==> src/verilog/cdec_pkg.sv <==
// Constants and types for the depth-expansion chain logic
`default_nettype none
package cdec_pkg;
	localparam int          CDEC_WORD_W     = 16;
	localparam logic [15:0] CDEC_DS_GLOBAL  = 16'hFFFF;
	localparam logic [15:0] CDEC_DS_RESET   = 16'hFFFF;
	localparam logic [15:0] CDEC_SLOT_RESET = 16'h0000;
	localparam logic        CDEC_CMPEN_RESET = 1'b1;
	localparam int          CDEC_SYNC_STAGES = 2;

	// Kind of access taken at the start of a cycle
	typedef enum logic [1:0] {
		CDEC_CMD_WR  = 2'b00,
		CDEC_DATA_WR = 2'b01,
		CDEC_CMD_RD  = 2'b10,
		CDEC_DATA_RD = 2'b11
	} cdec_cycle_t;

	// Decoded target of a command-write cycle
	typedef enum logic [2:0] {
		CDEC_OP_NONE    = 3'b000,
		CDEC_OP_WR_DS   = 3'b001,
		CDEC_OP_WR_SLOT = 3'b010,
		CDEC_OP_SETFULL = 3'b011,
		CDEC_OP_SWRESET = 3'b100
	} cdec_op_t;
endpackage
`default_nettype wire

==> src/verilog/cdec_sync.sv <==
// Two-flop synchroniser for a bundle of pin inputs
`default_nettype none
module cdec_sync #(
	parameter int W = 1
) (
	// Clock and reset
	input  wire logic         clk,
	input  wire logic         rst,
	// Asynchronous in, synchronised out
	input  wire logic [W-1:0] asyncIn,
	output logic      [W-1:0] syncOut
);
	logic [W-1:0] stage1_reg;

	// First stage read only by the second stage
	always_ff @(posedge clk or posedge rst) begin
		if (rst) begin
			stage1_reg <= '0;
			syncOut    <= '0;
		end else begin
			stage1_reg <= asyncIn;
			syncOut    <= stage1_reg;
		end
	end
endmodule
`default_nettype wire

==> src/verilog/cdec_chain.sv <==
// Match and full flag daisy-chain, compare-enable capture and device selection
// What this block does
// - Match flag out low when chain input low or enabled local match.
// - Chain input low forces match flag low regardless of local match.
// - Broadcast status read answered only by device with chain high and match.
// - Broadcast highest-match data access serviced only by chain-high matching device.
// - Low match flag at chain end means a match somewhere.
// - Compare enable high at strobe fall forces match flag high.
// - Compare enable low lets match flag follow chain, enable, local match.
// - Captured compare enable holds until recaptured at a later cycle start.
// - Full in low and space free accepts next-free writes; full drives flag low.
// - Set-full instruction forces full flag low in the accepting device.
// - Slot id writes only in device with full in low, full out high.
// - Software reset sets full flag high, keeps slot id unchanged.
// - With selection active and compare enable high at strobe fall, only slot id equal to select register responds.
// - Select value FFFFH disables comparison; with compare enable high at strobe fall all devices take broadcast writes.
// - With compare enable high at strobe fall, select FFFFH suppresses random and register reads on both read cycles.
// - Global mode still allows associative reads after a detected match.
// - Host selects device by broadcasting slot id; persists until FFFFH.
// - Select register write accepted by every device even in locked chain.
`default_nettype none
module cdec_chain
	import cdec_pkg::*;
(
	// Clock and reset
	input  wire logic                   clk,
	input  wire logic                   rst,
	// Host control pins, active low where named so
	input  wire logic                   cycleStrobe_n,
	input  wire logic                   command_n,
	input  wire logic                   writeEnable_n,
	input  wire logic                   compare_enable_n,
	input  wire logic [CDEC_WORD_W-1:0] dataIn,
	// Chain pins
	input  wire logic                   match_chain_in_n,
	input  wire logic                   full_chain_in_n,
	output logic                        match_flag_out_n,
	output logic                        full_flag_out_n,
	// From the core of the device
	input  wire logic                   localMatch,
	input  wire logic                   matchFlagEnable,
	input  wire logic                   fullFlagEnable,
	input  wire logic                   deviceFull,
	input  wire logic [2:0]             opDecoded,
	input  wire logic                   assocAccess,
	// To the core of the device
	output logic                        cycleStart,
	output logic                        accessGrant,
	output logic                        nextFreeWriteOk,
	output logic                        dataOutEnable_n,
	output logic [CDEC_WORD_W-1:0]      device_select_reg,
	output logic [CDEC_WORD_W-1:0]      chain_slot_id_reg
);
	// Synchronised pins
	logic                   strobeS;
	logic                   cmdS;
	logic                   weS;
	logic                   cmpEnS;
	logic                   miS;
	logic                   fiS;
	logic [CDEC_WORD_W-1:0] dataS;

	cdec_sync #(.W(5)) ctlSync (
		.clk     (clk),
		.rst     (rst),
		.asyncIn ({cycleStrobe_n, command_n, writeEnable_n, compare_enable_n,
			match_chain_in_n}),
		.syncOut ({strobeS, cmdS, weS, cmpEnS, miS})
	);

	cdec_sync #(.W(CDEC_WORD_W + 1)) dataSync (
		.clk     (clk),
		.rst     (rst),
		.asyncIn ({full_chain_in_n, dataIn}),
		.syncOut ({fiS, dataS})
	);

	// Slot match decode, used only for the local-mode grant
	function automatic logic selHit(input logic [15:0] ds, input logic [15:0] slot);
		selHit = (ds == slot);
	endfunction

	// Registered state
	logic                   strobePrev_reg;
	logic                   strobePrev_next;
	logic                   cmpEnCap_reg;
	logic                   cmpEnCap_next;
	logic                   setFull_reg;
	logic                   setFull_next;
	logic [CDEC_WORD_W-1:0] ds_reg;
	logic [CDEC_WORD_W-1:0] ds_next;
	logic [CDEC_WORD_W-1:0] slot_reg;
	logic [CDEC_WORD_W-1:0] slot_next;
	logic                   mf_reg;
	logic                   mf_next;
	logic                   ff_reg;
	logic                   ff_next;
	logic                   grant_reg;
	logic                   grant_next;
	logic                   nfOk_reg;
	logic                   nfOk_next;
	logic                   oe_reg;
	logic                   oe_next;

	cdec_cycle_t cyc;
	cdec_op_t    op;
	logic        startPulse;
	logic        globalMode;
	logic        selected;
	logic        chainWinner;
	logic        slotWriteOk;
	logic        isRead;

	assign cyc        = cdec_cycle_t'({weS, cmdS});
	assign op         = cdec_op_t'(opDecoded);
	assign startPulse = strobePrev_reg & ~strobeS;
	assign globalMode = (ds_reg == CDEC_DS_GLOBAL);
	assign selected   = selHit(ds_reg, slot_reg);
	assign isRead     = (cyc == CDEC_CMD_RD) || (cyc == CDEC_DATA_RD);
	// Highest-priority device: chain input high and an own match
	assign chainWinner = miS & localMatch & matchFlagEnable;
	// Device currently at the head of the free-space chain
	assign slotWriteOk = ~fiS & ff_reg;

	// Command-write decode shared by every register-writing branch
	function automatic logic cmdWriteOf(
		input cdec_cycle_t kind,
		input cdec_op_t    code,
		input cdec_op_t    want
	);
		cmdWriteOf = (kind == CDEC_CMD_WR) && (code == want);
	endfunction

	// Previous strobe level for the edge detector
	always_comb begin
		strobePrev_next = strobeS;
	end

	// Cleared on reset so a strobe already idle high is no false edge
	always_ff @(posedge clk or posedge rst) begin
		if (rst) begin
			strobePrev_reg <= 1'b0;
		end else begin
			strobePrev_reg <= strobePrev_next;
		end
	end

	// Compare enable captured only at a cycle start
	always_comb begin
		cmpEnCap_next = cmpEnCap_reg;
		// Held across idle time so the chain stays locked between cycles
		if (startPulse) begin
			cmpEnCap_next = cmpEnS;
		end
	end

	// Captured compare enable; resets to the flag-forcing level
	always_ff @(posedge clk or posedge rst) begin
		if (rst) begin
			cmpEnCap_reg <= CDEC_CMPEN_RESET;
		end else begin
			cmpEnCap_reg <= cmpEnCap_next;
		end
	end

	// Select, slot id and set-full latch, all written only at cycle start
	always_comb begin
		ds_next      = ds_reg;
		slot_next    = slot_reg;
		setFull_next = setFull_reg;
		if (startPulse) begin
			// Select register write always lands, locked or not
			if (cmdWriteOf(cyc, op, CDEC_OP_WR_DS)) begin
				ds_next = dataS;
			end
			// Slot id is never broadcast: only the free-chain head takes it
			if (cmdWriteOf(cyc, op, CDEC_OP_WR_SLOT) && slotWriteOk) begin
				slot_next = dataS;
			end
			// Set-full hands write eligibility down the chain
			if (cmdWriteOf(cyc, op, CDEC_OP_SETFULL) && slotWriteOk) begin
				setFull_next = 1'b1;
			end
			// Software reset clears set-full but never the slot id
			if (cmdWriteOf(cyc, op, CDEC_OP_SWRESET)) begin
				setFull_next = 1'b0;
			end
		end
	end

	// Configuration registers
	// Only the hardware reset clears the slot id; the command leaves it
	always_ff @(posedge clk or posedge rst) begin
		if (rst) begin
			ds_reg      <= CDEC_DS_RESET;
			slot_reg    <= CDEC_SLOT_RESET;
			setFull_reg <= 1'b0;
		end else begin
			ds_reg      <= ds_next;
			slot_reg    <= slot_next;
			setFull_reg <= setFull_next;
		end
	end

	// Access decision, taken once per cycle; grant held until the next start, output enable released when the strobe goes high
	always_comb begin
		grant_next = grant_reg;
		oe_next    = oe_reg;
		if (startPulse) begin
			if (~cmpEnS) begin
				// Locked chain: only the highest-priority match answers
				grant_next = chainWinner;
			end else if (globalMode) begin
				// Writes broadcast; reads only where a match picks one device
				grant_next = ~isRead | assocAccess;
			end else begin
				// Local mode: select register must equal own slot id
				grant_next = selected;
			end
			oe_next = ~(grant_next & isRead);
		end else if (strobeS) begin
			// Release the bus between cycles to avoid contention
			oe_next = 1'b1;
		end
	end

	// Access registers
	always_ff @(posedge clk or posedge rst) begin
		if (rst) begin
			grant_reg <= 1'b0;
			oe_reg    <= 1'b1;
		end else begin
			grant_reg <= grant_next;
			oe_reg    <= oe_next;
		end
	end

	// Match flag computed every clock so the chain ripples freely
	always_comb begin
		if (cmpEnCap_reg) begin
			// Captured disable blocks false edges before local compare settles
			mf_next = 1'b1;
		end else if (~miS) begin
			mf_next = 1'b0;
		end else begin
			mf_next = ~(localMatch & matchFlagEnable);
		end
	end

	// Match flag register; neighbours see a flop, never a glitch
	// Limitation: each device adds three clocks of ripple to the chain (two sync stages plus this flop)
	always_ff @(posedge clk or posedge rst) begin
		if (rst) begin
			mf_reg <= 1'b1;
		end else begin
			mf_reg <= mf_next;
		end
	end

	// Full flag and next-free permission from the free-space chain
	always_comb begin
		// Full flag low only with chain input low and device full or forced
		ff_next   = ~(~fiS & ((deviceFull & fullFlagEnable) | setFull_reg));
		// Next-free writes only at the head of the free chain
		nfOk_next = ~fiS & ~deviceFull & ~setFull_reg;
	end

	// Full chain registers; after reset the full flag idles at the not-full level and nfOk_reg is cleared
	always_ff @(posedge clk or posedge rst) begin
		if (rst) begin
			ff_reg   <= 1'b1;
			nfOk_reg <= 1'b0;
		end else begin
			ff_reg   <= ff_next;
			nfOk_reg <= nfOk_next;
		end
	end

	// Outputs straight from flops, except cycleStart, which is decoded from two flops
	assign match_flag_out_n  = mf_reg;
	assign full_flag_out_n   = ff_reg;
	assign cycleStart        = startPulse;
	assign accessGrant       = grant_reg;
	assign nextFreeWriteOk   = nfOk_reg;
	assign dataOutEnable_n   = oe_reg;
	assign device_select_reg = ds_reg;
	assign chain_slot_id_reg = slot_reg;
endmodule
`default_nettype wire

==> config.mk <==
export PLATFORM = sky130hd
export DESIGN_NAME = cdec_chain
export DESIGN_NICKNAME = d
export VERILOG_FILES = /design/src/verilog/cdec_pkg.sv /design/src/verilog/cdec_sync.sv /design/src/verilog/cdec_chain.sv
export SDC_FILE = /design/constraint.sdc
export NUM_CORES = 1
export LEC_CHECK = 0
export CAP_MARGIN = 30
export CELL_PAD_IN_SITES_DETAIL_PLACEMENT = 0
export CELL_PAD_IN_SITES_GLOBAL_PLACEMENT = 1
export CORE_ASPECT_RATIO = 1.4
export CORE_MARGIN = 2
export CORE_UTILIZATION = 45
export CTS_CLUSTER_DIAMETER = 200
export DETAILED_ROUTE_END_ITERATION = 6
export DONT_BUFFER_PORTS = 1
export GPL_TIMING_DRIVEN = 0
export PLACE_DENSITY = 0.67
export SETUP_SLACK_MARGIN = 0.5
export SYNTH_ARGS = -nofsm -noshare
export SYNTH_HDL_FRONTEND = slang
export SYNTH_HIERARCHICAL = 1
export SYNTH_SLANG_ARGS = --single-unit
==> constraint.sdc <==
create_clock -name clk -period 4.2 [get_ports clk]
set_input_delay 1.26 -clock clk [delete_from_list [all_inputs] [get_ports clk]]
set_output_delay 1.26 -clock clk [all_outputs]
set_load 0.02 [all_outputs]
Yosys cells after proc, flatten, opt, wreduce, memory -nomap -nowiden
Index checks and enable logic that the tools add are counted.

operators by class
  add/subtract/negate cells = 0
  multipliers = 0
  div/mod/pow operators = 0
  shifts and indexed selects = 0
  reductions and logical operators = 13
  muxes and demuxes = 9
  equal/unequal tests = 8
  bitwise operators = 20
  $lt $le $gt $ge = 0

operators with widths
  kind                                                              number
  16-bit == test                                                    1
  16-bit == test (second input constant)                            1
  1-bit AND                                                         10
  1-bit two-way mux                                                 9
  1-bit NOT                                                         8
  3-bit by 2-bit == test with 1-bit output (second input constant)  2
  1-bit logical AND                                                 6
  2-bit AND reduction                                               3
  2-bit == test (second input constant)                             2
  2-bit nonzero test                                                2
  3-bit by 1-bit == test with 1-bit output (second input constant)  1
  3-bit == test (second input constant)                             1
  2-bit logical NOT                                                 1
  1-bit bitwise OR                                                  2
  1-bit logical OR                                                  1

storage, ports and cells
  bits in latches = 0
  bits in registers = 84
  word-level logic and storage cells = 64
  memories = 0
  bits in writable memories = 0
  bits of input ports = 32
  memory bits (read-only) = 0

Longest topological paths before layout
  depth in word-level cells = 10
  depth in mapped cells = 6
  depth with buffers taken out = 4

By module
The synthesis kept the hierarchy.

by module, submodules not included
  module                 sequential area each (um2)  times used  cells each  area each (um2)
  cdec_chain             1026.0                      1           128         1851.8
  cdec_sync at dataSync  850.8                       1           35          854.6
  cdec_sync at ctlSync   250.2                       1           11          254.0

Least setup slack after synthesis
No wires, ideal clock.

  path type = input port to flip-flop
  start point = in opDecoded[2]
  end point = reg slot_reg[0], in the netlist chain_slot_id_reg[0]
  path slack = 1.860 ns
  library setup time = 0.125 ns
  stages = 5
  arrival = 2.216 ns
  data required time = 4.075 ns
  cell sequence = nor4_4 and2b_1 buf_6 buf_12 mux2_2

between the ends
  cells in the longest elaborated chain, start to end = 4

ends and longest elaborated chain
  element                                   RTL line           RTL
  start: declaration                        cdec_chain.sv:44   input wire logic [2:0] opDecoded,
  3-bit by 2-bit == test with 1-bit output  cdec_chain.sv:131  cmdWriteOf = (kind == CDEC_CMD_WR) && (code == want);
  1-bit logical AND                         cdec_chain.sv:131
  1-bit logical AND                         cdec_chain.sv:177  if (cmdWriteOf(cyc, op, CDEC_OP_WR_SLOT) && slotWriteOk) begin
  2-bit AND reduction (no source line)      n/a
  end signal: assignment                    cdec_chain.sv:200  slot_reg <= slot_next;
  end: declaration                          cdec_chain.sv:92   logic [CDEC_WORD_W-1:0] slot_reg;

Every way passes these cells.
A chain may end at the register's enable or synchronous reset.

Worst setup path after layout
  start point = reg strobePrev_reg
  end point = out cycleStart

between the ends
  cells in the longest elaborated chain, start to end = 1

ends and longest elaborated chain
  element                   RTL line           RTL
  start: declaration        cdec_chain.sv:84   logic strobePrev_reg;
  start signal: assignment  cdec_chain.sv:144  strobePrev_reg <= strobePrev_next;
  1-bit AND                 cdec_chain.sv:116  assign startPulse = strobePrev_reg & ~strobeS;
  end: declaration          cdec_chain.sv:47   output logic cycleStart,

Every way passes these cells.

==> out/qor.yml <==
power:
  p_per_area_nw_per_um2: 509
  max-vdd-ir-drop_mv: 0.236
  leakage_uw: 0.00141
floorplan:
  die_y_um: 100
  pin_count: 70
  core_um2: 6480
  placementRows: 35
  die_area_um2: 7250
  chipWidth_um: 72.6
  start_util_pct: 45.7
global_routing:
  grt_overflow: 0
  grtUsageMet1_pct: 18.1
  grt_pass1_wl_um: 8870
  antenna_found_initial: 0
  grt_max_degree: 41
  grt.busiest_layer: "met2"
  grt_pass1_vias: 1696
  grtUsageMet3_pct: 5.62
  grt_usage_pct: 17.1
  met2_usage_pct: 29.5
timing:
  period_needed_ns: 2.54
  timing.hold.ws_ns: 0.351
  tns_ns: 0
  fmax_mhz: 394
  slew_headroom_pct: 42.9
  tightestPinTransition_ns: 0.855
  grt_setup_unrepaired: "no"
  setup_slack_ns: 1.66
  maxSlewViolCount: 0
  setup_viol: 0
  period_share_pct: 60.5
  finalHoldViolCount: 0
  fin_skew_ns: 0.00524
critical_path:
  endpoint_kind: "output port"
  critPathMaxStageDelay_ns: 0.53
  slowest_stage: "nor2b_1"
  startpoint_type: "flip-flop"
  path_cells: "nor2b_1"
  crit_fanout: 5
  cp.required_ns: 2.94
  worst-path-buf-inv: 0
  crit_arrival_ns: 1.28
  criticalPathCategory: "reg2out"
  crit_family: "simple AND/OR/NAND/NOR gates"
logic_synthesis:
  syn_area_um2: 2960
  synth-seq-cells: 84
  synth_flop_cell: "dfrtp_1"
  synth_async_sr_flop_share_pct: 100
  syn_inst: 174
  ys_warn_count: 6
  synth_edf_count: 0
  syn_area_per_cell_um2: 17.0
  syn_nets: 206
  seq_area_frac_synth_pct: 71.9
  yosysUniqueCellTypes: 33
placed_design:
  dp_slack_ns: 1.67
  dpl_cell_area_um2: 3080
  gp_congestion: 0.800
  dp_cells: 249
  hpwl_um: 4150
  portBuffers: 0
cts:
  cts_buffer_depth: 2
  cts-buffers-inserted: 9
  clk_latency_ns: 0.35
  cts_root_buffer: "clkbuf_8"
  postCtsHoldBufs: 0
  post_cts_buffers: 0
  htreeDepth: 3
  tritoncts: "built"
  cts.sinks: 84
  cts.repair.resized: 0
  cts.clk_slew.worst_paths_ns: 0.08
worst_hold_path:
  min_path_type: "reg2reg"
layout:
  final_common_cell: "dfrtp_1"
  final_cell_mix: "dfrtp_1, mux2_2, dfstp_2"
  fin_area_um2: 3280
  nets: 218
  drive_gt1_share_pct: 40.8
  final_cells: 265
  diodes: 0
  syn2layout_area_growth_pct: 10.9
routing:
  drcViolationCount: 0
  routed_wl_um: 5640
  dr.pass1.iters: 4
  wl_per_cell_um: 21.3
  ant_nets: 0
  vias: 1435
  first_iter_violations: 69
  viasPerCell: 5.42
outcome:
  status: "completed"
job:
  maxCapViolations: 0
## final timing paths
check                                   startpoint               endpoint  slack, ns  depth (start not counted)
max                                 strobePrev_reg             cycleStart       1.66                          1
min                        dataSync/stage1_reg[12]   dataSync/syncOut[12]       0.35                          0
max reg2reg                     ctlSync/syncOut[2]   device_select_reg[2]       1.91                          4
min reg2reg                dataSync/stage1_reg[12]   dataSync/syncOut[12]       0.35                          0
max in group asynchronous                      rst   chain_slot_id_reg[0]       2.71                          1
min in group asynchronous                      rst  ctlSync/stage1_reg[4]       0.76                          1
## kinds of logic after synthesis
| family | synth area share (%) |
|---|---|
| flip-flops | 71.9 |
| multiplexers | 12.9 |
| AND/OR/NAND/NOR | 6.51 |
| XOR/XNOR | 4.73 |
| AO/OA/AOI/OAI | 2.07 |
| buffers and inverters | 1.94 |
## where the power goes
part,switching [µW],internal (µW)
registers,102,888
logic,49.8,58.8
clock network,266,305
## stage by stage
stage	power, µW	utilization [%]
finish	1670	50.7
global route	1750	50.7
floorplan	1070	-
detailed placement	1120	47.5
CTS	1690	50.7
global placement	1110	47.1
## Yosys cell counts, drive strengths merged (2+ instances only)
cell type   n  share of area, %
dfstp      20                18
nand4       8               1.7
inv         4              0.51
o21ai       2              0.34
buf         3               1.4
dfrtp      64                54
mux2       33                13
nand2       2              0.25
nor4        2              0.93
xnor2      16               4.7
or4b        2              0.80
## per-layer routing
metal  share of wire [%]  up-vias
li1                    -      629
met1                  35      743
met2                  56       50
met3                 6.4       13
met4                 2.1        0
met5                   0        -
## layout make-up
type                            instances  area [µm²]
Buffer                                  3        42.5
Clock buffer                           12         155
Clock inverter                          4        47.5
Fill cell                             550        3200
Inverter                                4        15.0
Multi-Input combinational cell         83         776
Sequential cell                        84        2130
Tap cell                               74        92.6
Timing Repair Buffer                    1        27.5
No activity file was read; power rests on OpenSTA's default activity.
